$ cat config.mk
export PLATFORM = sky130hd
export DESIGN_NAME = dual_prescaled_down_timer
export DESIGN_NICKNAME = d
export VERILOG_FILES = /design/src/core/timer_channel.v /design/src/core/dual_prescaled_down_timer.v
export VERILOG_INCLUDE_DIRS = /design/src /design/src/core
export SDC_FILE = /design/constraint.sdc
export NUM_CORES = 1
export LEC_CHECK = 0
export CAP_MARGIN = 20
export CORE_ASPECT_RATIO = 0.8
export CORE_UTILIZATION = 40
export CTS_BUF_LIST = sky130_fd_sc_hd__clkbuf_2 sky130_fd_sc_hd__clkbuf_4 sky130_fd_sc_hd__clkbuf_8
export CTS_CLUSTER_DIAMETER = 80
export CTS_CLUSTER_SIZE = 10
export DETAILED_ROUTE_END_ITERATION = 10
export DONT_BUFFER_PORTS = 1
export GPL_TIMING_DRIVEN = 0
export HOLD_SLACK_MARGIN = 0.1
export PLACE_DENSITY = 0.6
export SLEW_MARGIN = 40
export SYNTH_ARGS = -nofsm -noshare
export SYNTH_HDL_FRONTEND = slang
export SYNTH_SLANG_ARGS = --single-unit
$ cat constraint.sdc
create_clock -name mclk_i -period 5.4 [get_ports mclk_i]
set_input_delay 0.27 -clock mclk_i [delete_from_list [all_inputs] [get_ports mclk_i]]
set_output_delay 0.27 -clock mclk_i [all_outputs]
set_load 0.03 [all_outputs]
$ cat src/core/dual_timer_regs.vh
`ifndef DUAL_TIMER_REGS_VH
`define DUAL_TIMER_REGS_VH

// ----------------------------------------------------------------
// Register offsets in data space
// ----------------------------------------------------------------
`define PRESCALER_VALUE_ONE_ADDR 8'hd2
`define DOWN_COUNTER_ONE_ADDR    8'hd3
`define TIMER_CONTROL_ONE_ADDR   8'hd4
`define PRESCALER_VALUE_TWO_ADDR 8'hda
`define DOWN_COUNTER_TWO_ADDR    8'hdb
`define TIMER_CONTROL_TWO_ADDR   8'hdc

// ----------------------------------------------------------------
// Control register fields
// ----------------------------------------------------------------
`define CTL_ZERO_FLAG_BIT    7
`define CTL_IRQ_ENABLE_BIT   6
`define CTL_ENABLE_OFF_BIT   5
`define CTL_ENABLE_ON_BIT    4
`define CTL_PRESCALER_RUN    3
`define CTL_TAP_HI           2
`define CTL_TAP_LO           0

// ----------------------------------------------------------------
// Reset values and the zero count
// ----------------------------------------------------------------
`define PRESCALER_RESET      7'h7f
`define COUNTER_RESET        8'hff
`define CONTROL_RESET        8'h00
`define COUNTER_ZERO         8'h00

// ----------------------------------------------------------------
// Timing
// ----------------------------------------------------------------
`define OSC_DIVIDE           12
`define OSC_DIV_WIDTH        4

`endif

$ cat src/core/timer_channel.v
`timescale 1ns/10ps

// ----------------------------------------------------------------
// One prescaled down timer channel
// ----------------------------------------------------------------
`include "dual_timer_regs.vh"

module timer_channel (
    // Clock and reset
    input  wire       mclk_i,
    input  wire       nrst_i,
    // Shared controls
    input  wire       tick_i,
    input  wire       enable_i,
    // Register writes
    input  wire       wr_prescaler_i,
    input  wire       wr_counter_i,
    input  wire       wr_control_i,
    input  wire [7:0] wdata_i,
    // State
    output reg  [6:0] prescaler_o,
    output reg  [7:0] counter_o,
    output reg  [7:0] control_o
);

    reg        tap_prev;
    reg        tap_now;
    wire       run;
    wire       tap_rise;
    wire       dec_zero;

    assign run = control_o[`CTL_PRESCALER_RUN] & enable_i;

    // Selected tap level, code 0 is the input tick itself
    always @* begin
        case (control_o[`CTL_TAP_HI:`CTL_TAP_LO])
            3'd0: tap_now = tick_i;
            3'd1: tap_now = prescaler_o[0];
            3'd2: tap_now = prescaler_o[1];
            3'd3: tap_now = prescaler_o[2];
            3'd4: tap_now = prescaler_o[3];
            3'd5: tap_now = prescaler_o[4];
            3'd6: tap_now = prescaler_o[5];
            3'd7: tap_now = prescaler_o[6];
            default: tap_now = 1'b0;
        endcase
    end

    // Code 0 counts every tick; other taps count on rising edge
    assign tap_rise = run & ((control_o[`CTL_TAP_HI:`CTL_TAP_LO] == 3'd0) ? tick_i
                                                          : (tap_now & ~tap_prev));
    assign dec_zero = tap_rise & (counter_o == 8'h01);

    // Edge tracker for the tap
    always @(posedge mclk_i) begin
        if (!nrst_i) begin
            tap_prev <= 1'b1;
        end else begin
            tap_prev <= tap_now;
        end
    end

    // Prescaler
    always @(posedge mclk_i) begin
        if (!nrst_i) begin
            prescaler_o <= `PRESCALER_RESET;
        end else if (!control_o[`CTL_PRESCALER_RUN]) begin
            prescaler_o <= `PRESCALER_RESET;
        end else if (wr_prescaler_i) begin
            prescaler_o <= wdata_i[6:0];
        end else if (run && tick_i) begin
            prescaler_o <= prescaler_o - 7'd1;
        end
    end

    // Down counter, write wins over decrement
    always @(posedge mclk_i) begin
        if (!nrst_i) begin
            counter_o <= `COUNTER_RESET;
        end else if (wr_counter_i) begin
            counter_o <= wdata_i;
        end else if (tap_rise) begin
            counter_o <= counter_o - 8'd1;
        end
    end

    // Control register and zero flag
    always @(posedge mclk_i) begin
        if (!nrst_i) begin
            control_o <= `CONTROL_RESET;
        end else begin
            if (wr_control_i) begin
                control_o <= wdata_i;
            end
            // Hardware set wins over a software clear
            if ((dec_zero && !wr_counter_i) ||
                (wr_counter_i && wdata_i == `COUNTER_ZERO)) begin
                control_o[`CTL_ZERO_FLAG_BIT] <= 1'b1;
            end
        end
    end

endmodule // timer_channel

$ cat src/core/dual_prescaled_down_timer.v
`timescale 1ns/10ps

`include "dual_timer_regs.vh"

module dual_prescaled_down_timer (
    // Clock and reset
    input  wire       mclk_i,
    input  wire       nrst_i,
    // Data-space access
    input  wire [7:0] addr_i,
    input  wire       wr_i,
    input  wire       rd_i,
    input  wire [7:0] wdata_i,
    output reg  [7:0] rdata_o,
    output reg        rd_hit_o,
    // Interrupts and wake
    output reg        irq_one_o,
    output reg        irq_two_o,
    output reg        wake_o
);

    // ------------------------------------------------------------
    // Oscillator divide by twelve
    // ------------------------------------------------------------
    reg  [`OSC_DIV_WIDTH-1:0] osc_div;
    reg                       tick;
    wire                      enable;
    wire [6:0]                psc_one;
    wire [6:0]                psc_two;
    wire [7:0]                cnt_one;
    wire [7:0]                cnt_two;
    wire [7:0]                ctl_one;
    wire [7:0]                ctl_two;
    reg  [7:0]                next_rdata;
    reg                       next_hit;
    reg  [8:0]                next_view;
    // Packed channel state, timer one in the low bits
    wire [13:0]               psc_all;
    wire [15:0]               cnt_all;
    wire [15:0]               ctl_all;
    // Per-timer write strobes and request levels
    wire [1:0]                wr_psc;
    wire [1:0]                wr_cnt;
    wire [1:0]                wr_ctl;
    wire [1:0]                req;
    wire                      div_last;

    // ------------------------------------------------------------
    // Decode functions
    // ------------------------------------------------------------
    // Address decode used for both reads and writes
    function hit;
        input [7:0] a;
        input [7:0] target;
        begin
            hit = (a == target);
        end
    endfunction

    // Prescaler address of timer idx
    function [7:0] psc_addr;
        input integer idx;
        begin
            if (idx == 0) begin
                psc_addr = `PRESCALER_VALUE_ONE_ADDR;
            end else begin
                psc_addr = `PRESCALER_VALUE_TWO_ADDR;
            end
        end
    endfunction

    // Counter address of timer idx
    function [7:0] cnt_addr;
        input integer idx;
        begin
            if (idx == 0) begin
                cnt_addr = `DOWN_COUNTER_ONE_ADDR;
            end else begin
                cnt_addr = `DOWN_COUNTER_TWO_ADDR;
            end
        end
    endfunction

    // Control address of timer idx
    function [7:0] ctl_addr;
        input integer idx;
        begin
            if (idx == 0) begin
                ctl_addr = `TIMER_CONTROL_ONE_ADDR;
            end else begin
                ctl_addr = `TIMER_CONTROL_TWO_ADDR;
            end
        end
    endfunction

    // Request level from a control word, flag and enable together
    function req_of;
        input [7:0] ctl;
        begin
            req_of = ctl[`CTL_ZERO_FLAG_BIT] & ctl[`CTL_IRQ_ENABLE_BIT];
        end
    endfunction

    // Read view of one timer's window, bit 8 is the hit, zero on a miss
    function [8:0] read_timer;
        input [7:0]   a;
        input integer idx;
        input [6:0]   prescaler_value_one;
        input [7:0]   cnt;
        input [7:0]   ctl;
        begin
            read_timer = 9'h000;
            if (hit(a, psc_addr(idx))) begin
                read_timer = {1'b1, 1'b0, prescaler_value_one};
            end else if (hit(a, cnt_addr(idx))) begin
                read_timer = {1'b1, cnt};
            end else if (hit(a, ctl_addr(idx))) begin
                if (idx == 0) begin
                    read_timer = {1'b1, ctl};
                end else begin
                    read_timer = {1'b1, ctl & 8'hcf};
                end
            end
        end
    endfunction

    // ------------------------------------------------------------
    // Tick generator
    // ------------------------------------------------------------
    // Last clock of each group of twelve
    assign div_last = (osc_div == `OSC_DIVIDE - 1);

    // One-cycle tick every twelve clocks
    always @(posedge mclk_i) begin
        if (!nrst_i) begin
            osc_div <= 4'h0;
            tick    <= 1'b0;
        end else if (div_last) begin
            osc_div <= 4'h0;
            tick    <= 1'b1;
        end else begin
            osc_div <= osc_div + 4'h1;
            tick    <= 1'b0;
        end
    end

    // ------------------------------------------------------------
    // Shared enable
    // ------------------------------------------------------------
    // Shared enable from the first control register only
    assign enable = ctl_one[`CTL_ENABLE_ON_BIT] & ~ctl_one[`CTL_ENABLE_OFF_BIT];

    // ------------------------------------------------------------
    // Timer channels
    // ------------------------------------------------------------
    genvar i;
    generate
        for (i = 0; i < 2; i = i + 1) begin : g_timer
            // Write strobes for this timer's three registers
            assign wr_psc[i] = wr_i & hit(addr_i, psc_addr(i));
            assign wr_cnt[i] = wr_i & hit(addr_i, cnt_addr(i));
            assign wr_ctl[i] = wr_i & hit(addr_i, ctl_addr(i));

            // One channel, same tick and shared enable for both
            timer_channel u_timer (
                .mclk_i         (mclk_i),
                .nrst_i         (nrst_i),
                .tick_i         (tick),
                .enable_i       (enable),
                .wr_prescaler_i (wr_psc[i]),
                .wr_counter_i   (wr_cnt[i]),
                .wr_control_i   (wr_ctl[i]),
                .wdata_i        (wdata_i),
                .prescaler_o    (psc_all[7*i +: 7]),
                .counter_o      (cnt_all[8*i +: 8]),
                .control_o      (ctl_all[8*i +: 8])
            );

            // Request level of this timer
            assign req[i] = req_of(ctl_all[8*i +: 8]);
        end
    endgenerate

    // ------------------------------------------------------------
    // Named views of the packed state
    // ------------------------------------------------------------
    assign psc_one = psc_all[6:0];
    assign psc_two = psc_all[13:7];
    assign cnt_one = cnt_all[7:0];
    assign cnt_two = cnt_all[15:8];
    assign ctl_one = ctl_all[7:0];
    assign ctl_two = ctl_all[15:8];

    // ------------------------------------------------------------
    // Read mux
    // ------------------------------------------------------------
    // Windows never overlap, so the two views can be ORed
    always @* begin
        next_view  = read_timer(addr_i, 0, psc_one, cnt_one, ctl_one) |
                     read_timer(addr_i, 1, psc_two, cnt_two, ctl_two);
        next_rdata = next_view[7:0];
        next_hit   = next_view[8];
    end

    // Registered read data, one cycle after the strobe
    always @(posedge mclk_i) begin
        if (!nrst_i) begin
            rdata_o  <= 8'h00;
            rd_hit_o <= 1'b0;
        end else begin
            rdata_o  <= rd_i ? next_rdata : 8'h00;
            rd_hit_o <= rd_i & next_hit;
        end
    end

    // ------------------------------------------------------------
    // Interrupt requests
    // ------------------------------------------------------------
    // Interrupt levels held until software clears the flag or the enable
    always @(posedge mclk_i) begin
        if (!nrst_i) begin
            irq_one_o <= 1'b0;
            irq_two_o <= 1'b0;
            wake_o    <= 1'b0;
        end else begin
            irq_one_o <= req[0];
            irq_two_o <= req[1];
            wake_o    <= |req;
        end
    end

    // ------------------------------------------------------------
    // Operating notes
    // ------------------------------------------------------------
    // Register windows
    //   Timer one: prescaler, counter, control at three adjacent addresses
    //   Timer two: same layout eight addresses higher
    //   Any other address reads 00h with no hit
    //
    // Tick
    //   One mclk_i cycle in twelve carries the tick
    //   Both prescalers run from the one shared tick
    //   The divider restarts from zero after reset
    //
    // Counting
    //   Tap code 0 counts every tick
    //   Other taps count rising edges of one prescaler bit
    //   A tap change can give one extra count on the next edge
    //   The counter wraps from 00h to FFh and keeps counting
    //
    // Shared enable
    //   Only the first control register holds the enable pair
    //   The reserved pair 1x stops both timers like 00
    //   With the pair off, counter and prescaler hold their values
    //   Clearing prescaler-run still forces the prescaler to all ones
    //
    // Zero flag
    //   Set by a decrement to 00h, a write of 00h, or a write of bit 7
    //   A counter write in the cycle of a decrement to 00h wins
    //   Hardware set wins over a software clear in the same cycle
    //   Only software clears it; a stale flag keeps the request up
    //
    // Requests
    //   Requests and wake are levels, one cycle behind the flags
    //   Wake is the OR of both requests
    //   Clearing flag or enable drops the request one cycle later
    //
    // Reads
    //   Read data appears one cycle after the strobe and lasts one cycle
    //   Read data returns to 00h when no read is made
    //   Counter and prescaler read live values, so a read can race a count
    //   Prescaler reads show bit 7 as zero
    //
    // Writes
    //   A write takes effect at the clock edge that samples it
    //   Prescaler writes are dropped while prescaler-run is clear
    //   Control bits 5 and 4 of timer two are stored but never used
    //
    // Reset
    //   Counters FFh, prescalers 7Fh, controls 00h
    //   Request and wake outputs low until the first flag with its enable
    //
    // Limits
    //   No external timer pin, so output mode is the only mode
    //   Longest period is 256 counts of the divide-by-128 tap

endmodule // dual_prescaled_down_timer

### Word level (Yosys, flattened, before mapping)

Index checks and enable logic that the tools add are counted.

* add/subtract/negate cells: 5
* equality and inequality tests: 27
* bitwise logic cells: 23
* multiplexer cells: 29
* reductions and logical operators: 24

Operator list (number)
* $mux 8: 12
* $mux 9: 6
* $eq 8x8->1 const B: 6
* $eq 8x8->1: 4
* $mux 7: 4
* $eq 3x3->1 const B: 8
* $and 1x1->1: 18
* $eq 8x1->1 const B: 2
* $pmux 1 s8: 2
* $sub 8x1->8 const B: 2
* $sub 7x1->7 const B: 2
* $eq 3x2->1 const B: 4
* $reduce_bool 2->1: 6
* $or 9x9->9: 1
* $logic_not 8->1: 1
* $eq 3x1->1 const B: 2
* $logic_and 1x1->1: 6
* $logic_not 3->1: 2
* $reduce_and 2->1: 3
* $mux 1: 5
* $add 4x1->4 const B: 1
* $eq 4x4->1 const B: 1
* $not 1->1: 4
* $reduce_or 2->1: 2
* other kinds (2): 4

* output and inout port bits: 12
* word-level logic and storage cells: 125
* register bits: 65
* input bits: 20

### Longest topological paths before layout

Gate-level depths: netlist of the first run.

* depth after elaboration: 11
* gate-level depth with buffers: 8
* gate-level depth less buffers: 8

### By module

A second synthesis of the first run with hierarchy kept.

* cells, all modules: 439
* area, all modules: 3887.5 um^2

Modules (own cells, without submodules)
* timer_channel: area an instance 1445.1 um^2, sequential area each 480.5 um^2, times used 2, cells each 167
* dual_prescaled_down_timer: area an instance 997.2 um^2, sequential area each 340.3 um^2, times used 1, cells each 105

### Worst setup path after synthesis of the first run

Ideal clock, no wire load.

* kind: register -> register
* start: register g_timer[1].u_timer.control_o[2]
* end: register g_timer[1].u_timer.counter_o[5]
* stages on the path, launching flop included: 8
* path buffers: 1
* library setup time: 122 ps
* data required time: 5278 ps
* slack: 3501 ps
* period minus slack after synthesis: 1899 ps
* arrival time: 1777 ps
* path through: dfxtp_1 buf_6 mux2_4 a2bb2oi_2 a31o_4 nand3_4 mux2_4 a221o_1

* cells in the longest elaborated chain, start to end: 6
* elaborated cells on any way between the ends: 13
* classes of those cells: eq/ne: 7; mux: 2; bitwise: 2; reduce/logical: 2

Ends and longest elaborated chain
* from (decl): RTL line timer_channel.v:23 `output reg [7:0] control_o`
* from (signal assigned): RTL line timer_channel.v:90 `` control_o <= `CONTROL_RESET; ``
* from (signal assigned): RTL line timer_channel.v:93 `control_o <= wdata_i;`
* $eq 3x3->1 (tied with other cells): RTL line timer_channel.v:36 `` case (control_o[`CTL_TAP_HI:`CTL_TAP_LO]) ``
* $pmux 1 s8: RTL line timer_channel.v:36
* $and 1x1->1: RTL line timer_channel.v:51 `: (tap_now & ~tap_prev));`
* $mux 1 *: RTL line timer_channel.v:50 `` assign tap_rise = run & ((control_o[`CTL_TAP_HI:`CTL_TAP_LO] == 3'd0) ? tick_i ``
* $and 1x1->1 *: RTL line timer_channel.v:50
* $reduce_bool 2->1 (no source line) *
* to (signal assigned): RTL line timer_channel.v:79 `` counter_o <= `COUNTER_RESET; ``
* to (signal assigned): RTL line timer_channel.v:81 `counter_o <= wdata_i;`
* to (signal assigned): RTL line timer_channel.v:83 `counter_o <= counter_o - 8'd1;`
* to (decl): RTL line timer_channel.v:22 `output reg [7:0] counter_o,`

Mark *: on every way between the ends. The rest lies on a longest branch, timed or not.
A chain may end at the register's enable or synchronous reset.

### Final worst setup path of the first run

* start: register g_timer[0].u_timer.control_o[0]
* end: register g_timer[0].u_timer.counter_o[3]

* cells in the longest elaborated chain, start to end: 6
* elaborated cells on any way between the ends: 13
* classes of those cells: eq/ne: 7; mux: 2; bitwise: 2; reduce/logical: 2

Ends and longest elaborated chain (RTL line)
* from (decl): timer_channel.v:23
* from (signal assigned): timer_channel.v:90
* from (signal assigned): timer_channel.v:93
* $eq 3x3->1 (tied with other cells): timer_channel.v:36
* $pmux 1 s8: timer_channel.v:36
* $and 1x1->1: timer_channel.v:51
* $mux 1 *: timer_channel.v:50
* $and 1x1->1 *: timer_channel.v:50
* $reduce_bool 2->1 (no source line) *
* to (signal assigned): timer_channel.v:79
* to (signal assigned): timer_channel.v:81
* to (signal assigned): timer_channel.v:83
* to (decl): timer_channel.v:22

Marks and branches as above.

==> run summary, run 1 <==
run status - finished clean
routability cong. - 0.9153
FF+latch count, synth - 63
Die X - 107.5 um
commonest non-fill, non-tap cell in the layout - dfxtp_1
hold path endpoint - g_timer[0].u_timer.counter_o[5]$_SDFFE_PN1P_
clk root buf - clkbuf_8
Starting Density - 41.59%
Post CTS Setup Buffer Count - 0
crit end category - flop
Antenna Nets Post-Route - 0
sequential fraction of the synthesis area - 35.43%
reg2reg path depth - 6
Yosys Warn Count - 0
Fin Setup TNS - 0 ns
DR iter-0 viols - 283
Post-Synthesis Cells - 403
commonest cells after routing, fill and taps aside - 63 x dfxtp_1, 40 x nor2_1, 39 x nand2_1
drt total wl - 10,400 um
final period utilization - 37.79%
R2R Setup Slk - 3.36 ns
DP HPWL - 7114 um
Worst Hold Class - in2reg
Max Cap Viol - 0
Final Setup Violations - 0
clk buf depth - 2
unrepaired setup endpoints after global routing - no
Yosys top cell by area - dfxtp_1
detailed route wirelength on metal2 - 4133 um
Critical Path RT - 5.63 ns
Reg clk slew, reported paths - 0.07 ns
Num CTS Buffers - 9
Clock Power Share - 47.9%
Switching Power - 221.6 uW
Worst R2R End - g_timer[0].u_timer.counter_o[3]$_SDFFE_PN1P_
Max Slew Vio Count - 0
height of the die - 86.38 um
P_int - 782.5 uW
Final Skew - 0.008459 ns
CORE AREA - 0.008558 sq mm
VDD IR-drop max - 180.9 uV
CTS tree - done
Worst Path Max Fanout - 8
Post-synth ARST share - 0%
Synth Flop Type - dfxtp_1
detailed-route DRC error count - 0
GRT Overall Usage - 24.26%
top area cells in the synthesized netlist - dfxtp_1 35%, mux2i_1 7.0%, nor2_1 4.2%, nand2_1 4.1%, xnor2_1 3.4%
syn nets - 430
Met3 Wirelength - 1056 um
Max Used Layer - met4
Worst-Skew Late Latency - 0.36 ns
Final Util - 47.05%
first drt pass iteration count - 5
metal1 wirelength - 5052 um
fraction of post-synthesis cell area in the top cell type by area - 35.43%
r2r startpoint - g_timer[0].u_timer.control_o[0]$_SDFFE_PN0P_
vias - 3,165
row count - 30
H-tree depth - 3
largest net degree at the start of global routing - 11
Die Area - 0.009283 sq mm
wire per inst - 19.26 um
Antenna Cells - 0
Buffers on Ports - 0
global-route wire length before repair - 16,420 um
Comb power frac - 5.0%
CP Launch Type - flop
initial antenna violation count - 0
synth unique cells - 65
share of layout cells above drive strength 1 - 11.21%
Sink Count - 63
net switching share of the total power - 22.07%
total gr overflow - 0
Slew HR - 60.84%
vias in the first global route - 2,871
critical setup path kind - reg2reg
EDFF count, synth - 0
static leakage - 0.001565 uW
worst min-delay path startpoint - wdata_i[5]
Synth-to-Final Area Change - 13.11%
IO Pins - 32
via-per-instance ratio - 5.861
Min Clock Period, post-route - 2.041 ns
Hold Path Depth - 2
fmax - 490.1 MHz
Final nets - 450
worst-margin pin slew - 0.5874 ns
Data arrival, critical path - 2.27 ns
Mapped Area - 0.003560 sq mm
sequential group share of total power - 47.1%
Mapped Avg Cell Area - 8.833 sq um
Pwr per Cell Area - 249.4 mW/mm^2
final hold violation count - 0
-- cell families after synthesis --
kind of cell | after synthesis | synth area share, %
AND/OR/NAND/NOR | 174 | 27.28
AO/OA/AOI/OAI | 77 | 16.38
flip-flops | 63 | 35.43
buffers and inverters | 35 | 4.815
multiplexers | 30 | 9.455
XOR/XNOR | 17 | 4.183
adder cells (fa/ha/maj) | 7 | 2.460
-- power by group through the flow --
stage                     registers (uW)  logic, uW  clock network [uW]
final                                473       50.6                 481
after global routing                 473       55.0                 513
after CTS                            472       50.0                 492
after detailed placement             483       37.3                   0
after global placement               483       36.6                   0
after floorplan                      482       28.1                   0
-- routing by layer --
metal / vias to the layer above / track usage (%)
li1: 1517 / -
met5: - / 0
met4: 0 / 8.717
met3: 13 / 7.669
met1: 1501 / 35.20
met2: 134 / 33.26
-- layout make-up --
cell class                 count  area, sq um
buffer                        23        126.4
clock buffer                  13        166.4
clock inverter                 3        65.06
fill                         851         4532
inverter                      12        45.04
multi-input combinational    305         2132
sequential                    63         1261
tap                          112        140.1
timing repair buffer           9        90.09
-- flip-flops by register name, summed over array words and instances (netlist names) --
register / cells
g_timer.u_timer.control_o: 14
g_timer.u_timer.counter_o: 16
g_timer.u_timer.prescaler_o: 14
g_timer.u_timer.tap_prev: 2
irq_one_o: 1
irq_two_o: 1
osc_div: 4
rd_hit_o: 1
rdata_o: 8
tick: 1
wake_o: 1
-- worst max-delay path: stages (launching register included) --
cell and delay, ns:
dfxtp_1 0.30, buf_2 0.19, mux4_2 0.55, nand4b_1 0.12, o31ai_2 0.15, a2111oi_0 0.49
nor3_1 0.11
-- per-stage QoR --
step                      hold slack (ns)  cell area (sq um)  setup slack [ns]  total power (uW)  std cells
final                              0.1147               4026             3.359              1004        540
after global routing               0.1241               4026             3.254              1040        540
after CTS                          0.1049               4026             3.397              1014        540
after detailed placement           0.3549               3705             3.380             520.3        515
after global placement             0.3529               3700             3.173             519.5        515
after floorplan                    0.3483               3560             3.501             510.1        403
-- cells in the mapped netlist (7+ instances only) --
| master | instances |
|---|---|
| mux2i_1 | 25 |
| clkbuf_1 | 12 |
| nor2_1 | 40 |
| nand3_1 | 12 |
| nand2_1 | 39 |
| nor2b_1 | 7 |
| xnor2_1 | 14 |
| ha_1 | 7 |
| o21ai_0 | 10 |
| a22o_1 | 7 |
| dfxtp_1 | 63 |
| a31oi_1 | 7 |
| o22ai_1 | 7 |
| a22oi_1 | 12 |
| o211ai_1 | 8 |
| a21oi_1 | 10 |
| nor3_1 | 17 |
| and3_1 | 16 |
| inv_1 | 12 |
-- timing repair --
action | CTS | global route
hold buffers | 9 | 0
gates resized for setup | 0 | 0
hold endpoints to repair | 40 | 0
-- worst max-delay path by stage --
stage | from | end | cells after the start
after floorplan | g_timer[1].u_timer.control_o[2]$_SDFFE_PN0P_ | g_timer[1].u_timer.counter_o[5]$_SDFFE_PN1P_ | 7
after detailed placement | addr_i[6] | g_timer[0].u_timer.control_o[7]$_SDFFE_PN0P_ | 7
after global routing | tick$_SDFF_PN0_ | g_timer[1].u_timer.counter_o[5]$_SDFFE_PN1P_ | 6
after CTS | g_timer[0].u_timer.control_o[0]$_SDFFE_PN0P_ | g_timer[0].u_timer.counter_o[3]$_SDFFE_PN1P_ | 6
final | g_timer[0].u_timer.control_o[0]$_SDFFE_PN0P_ | g_timer[0].u_timer.counter_o[3]$_SDFFE_PN1P_ | 6
after global placement | addr_i[0] | rdata_o[6]$_SDFF_PN0_ | 6
Note: power is estimated with default switching activity, not from simulation.
==> run 2: changes to the inputs <==
ABC_AREA = 1   (was not set)
PLACE_DENSITY = 0.62   (was 0.6)
clock period = 1.86 ns   (was 5.4 ns; I/O delays follow)
==> run summary, run 2 <==
share of layout cells above drive strength 1 - 10.89% (-0.32 points)
Final nets - 582 (+29%)
hold_ws - 0.1264 ns (+0.01165 ns)
Worst-Skew Late Latency - 0.37 ns (about the same)
post-place setup slack - 0.2588 ns (-3.121 ns)
largest net degree at the start of global routing - 13 (+2)
Fin Setup TNS - 0 ns (unchanged)
Final Setup Violations - 0 (unchanged)
wire per inst - 16.48 um (-14%)
Slew HR - 61.10% (+0.26 points)
Critical Path RT - 2.10 ns (-3.53 ns)
Synth-to-Final Area Change - 15.08%
Yosys Warn Count - 0 (unchanged)
row count - 30 (unchanged)
clk buf depth - 2 (unchanged)
commonest non-fill, non-tap cell in the layout - nand2_1
total gr overflow - 0 (unchanged)
final period utilization - 88.86% (+51 points)
commonest cells after routing, fill and taps aside - 90 x nand2_1, 68 x nand3_1, 63 x dfxtp_1
VDD IR-drop max - 529.8 uV (+190%)
overall power - 3152 uW (+210%)
Reg clk slew, reported paths - 0.08 ns (about the same)
vias - 3,783 (+20%)
critical setup path kind - reg2reg
FF+latch count, synth - 63 (unchanged)
height of the die - 87.56 um (+1.4%)
Worst Setup EP - g_timer[0].u_timer.counter_o[2]$_SDFFE_PN1P_
biggest regs - g_timer.u_timer.counter_o x16, g_timer.u_timer.control_o x14, g_timer.u_timer.prescaler_o x14
EDFF count, synth - 0 (unchanged)
DP HPWL - 7941 um (+12%)
max FFs per register - 16 (unchanged)
detailed-route DRC error count - 0 (unchanged)
H-tree depth - 3 (unchanged)
IO Pins - 32 (unchanged)
top post-synthesis cells by count - 90 x nand2_1, 68 x nand3_1, 63 x dfxtp_1, 60 x inv_1, 45 x a21oi_1
Biggest register - g_timer.u_timer.counter_o
Min Clock Period, post-route - 1.653 ns (-0.3879 ns)
CP Launch Type - flop
Num CTS Buffers - 9 (unchanged)
run status - finished clean
syn nets - 557 (+30%)
static leakage - 0.001942 uW (+24%)
Die X - 108.9 um (+1.4%)
synth unique cells - 36 (-45%)
r2r startpoint - g_timer[0].u_timer.control_o[3]$_SDFFE_PN0P_
Max Slew Vio Count - 0 (unchanged)
Buffers on Ports - 0 (unchanged)
Yosys top cell by area - dfxtp_1
reg2reg path depth - 7 (+1)
Post-Synthesis Cells - 530 (+32%)
final hold violation count - 0 (unchanged)
Worst R2R End - g_timer[0].u_timer.counter_o[2]$_SDFFE_PN1P_
Synth Flop Type - dfxtp_1
global-route wire length before repair - 17,940 um (+9.3%)
initial antenna violation count - 0 (unchanged)
most frequent cell after synthesis - nand2_1
Post CTS Setup Buffer Count - 0 (unchanged)
Mapped Avg Cell Area - 6.905 sq um (-22%)
CORE AREA - 0.008671 sq mm (+1.3%)
Max Cap Viol - 0 (unchanged)
GRT Overall Usage - 25.44% (+1.2 points)
Pwr per Cell Area - 748.3 mW/mm^2 (+200%)
vias in the first global route - 3,435 (+20%)
Die Area - 0.009538 sq mm (+2.8%)
fraction of post-synthesis cell area in the top cell type by area - 34.46% (-0.97 points)
drt total wl - 11,090 um (+6.7%)
Final Skew - 0.01240 ns (+0.003945 ns)
Sink Count - 63 (unchanged)
unrepaired setup endpoints after global routing - no
top area cells in the synthesized netlist - dfxtp_1 34%, nand3_1 9.3%, nand2_1 9.2%, a21oi_1 6.2%, inv_1 6.2%
clk root buf - clkbuf_8
Worst Path Max Fanout - 9 (+1)
fmax - 605.1 MHz (+23%)
Mapped Area - 0.003660 sq mm (+2.8%)
DR iter-0 viols - 315 (+11%)
CTS tree - done
sequential fraction of the synthesis area - 34.46% (-0.97 points)
via-per-instance ratio - 5.621 (-4.1%)
Worst Hold Class - in2reg
Post-synth ARST share - 0% (unchanged)
final worst setup slack - 0.2073 ns (-3.152 ns)
Data arrival, critical path - 1.89 ns (-0.38 ns)
Hold Path Depth - 5 (+3)
CP Launch Point - g_timer[0].u_timer.control_o[3]$_SDFFE_PN0P_
Starting Density - 42.21% (+0.61 points)
PostCTS Resize Cnt - 0 (unchanged)
Final Util - 48.57% (+1.5 points)
Antenna Nets Post-Route - 0 (unchanged)
crit end category - flop
routability cong. - 0.9580 (+4.7%)
worst-margin pin slew - 0.5836 ns (-0.003863 ns)
R2R Setup Slk - 0.21 ns (-3.15 ns)
first drt pass iteration count - 5 (unchanged)
-- run 2: changes by cell type in the layout (fill, tap and decap cells not counted), moves of 19 or more --
cell,delta
o21ai_0,+19
a21oi_1,+35
inv_1,+48
nand3_1,+56
mux2i_1,-25
nand2_1,+51
-- run 2: power breakdown --
group	switching, uW	total (uW)	internal, uW
combinational	101	147	45.4
clock	610	1640	1030
sequential	7.41	1370	1360
-- run 2: worst min path at each step --
stage / startpoint / to / slack, ns
after global placement: wdata_i[6] / g_timer[1].u_timer.prescaler_o[6]$_SDFFE_PN1P_ / 0.23
after floorplan: wdata_i[6] / g_timer[1].u_timer.prescaler_o[6]$_SDFFE_PN1P_ / 0.23
after CTS: addr_i[3] / g_timer[0].u_timer.control_o[7]$_SDFFE_PN0P_ / 0.11
final: addr_i[3] / g_timer[0].u_timer.control_o[7]$_SDFFE_PN0P_ / 0.13
after global routing: addr_i[1] / g_timer[0].u_timer.control_o[4]$_SDFFE_PN0P_ / 0.15
after detailed placement: wdata_i[0] / g_timer[0].u_timer.counter_o[0]$_SDFFE_PN1P_ / 0.24
-- run 2: repair_timing --
| item | in CTS | in global routing |
|---|---|---|
| hold endpoints to repair | 52 | 0 |
| hold buffers | 14 | 0 |
| setup endpoints to repair | 0 | 0 |
-- run 2: metrics by stage --
stage / instances / instance area [sq um]
after floorplan: 530 / 3660
after global placement: 642 / 3800
after detailed placement: 642 / 3800
after CTS: 672 / 4209
after global routing: 672 / 4209
final: 673 / 4212
-- run 2: cell families after synthesis --
logic type,synth area share [%]
and+or+nand+nor,33.16
AOI/OAI and AO/OA,17.06
buffers and inverters,9.333
DFF,34.46
xor gates and xnor gates,3.590
adders and majority gates,2.393
-- run 2: area by class of cell --
cell class | instances | area, sq um
Antenna cell | 1 | 2.502
Timing Repair Buffer | 14 | 140.1
Multi-Input combinational cell | 384 | 2057
Inverter | 73 | 284.0
Tap cell | 112 | 140.1
Clock buffer | 9 | 123.9
Fill cell | 891 | 4459
Clock inverter | 7 | 145.1
Sequential cell | 63 | 1261
Buffer | 10 | 57.56
-- run 2: critical path, cell delays in order (launching register included) --
cell and delay [ns]:
dfxtp_1 0.36, inv_1 0.06, nor3_1 0.32, o21ai_0 0.16, inv_1 0.24, nand2_2 0.19, nand3_1 0.11, nand3_1 0.07
-- run 2: routing by layer --
| metal | wire (um) | part of all wire, % | vias up | global-route usage (%) |
|---|---|---|---|---|
| met1 | 5364 | 48 | 1731 | 37.49 |
| met4 | 211 | 1.9 | 0 | 8.477 |
| met2 | 4410 | 40 | 173 | 35.85 |
| met3 | 1108 | 10 | 25 | 6.176 |
| li1 | - | - | 1854 | - |
| met5 | 0 | 0 | - | 0 |
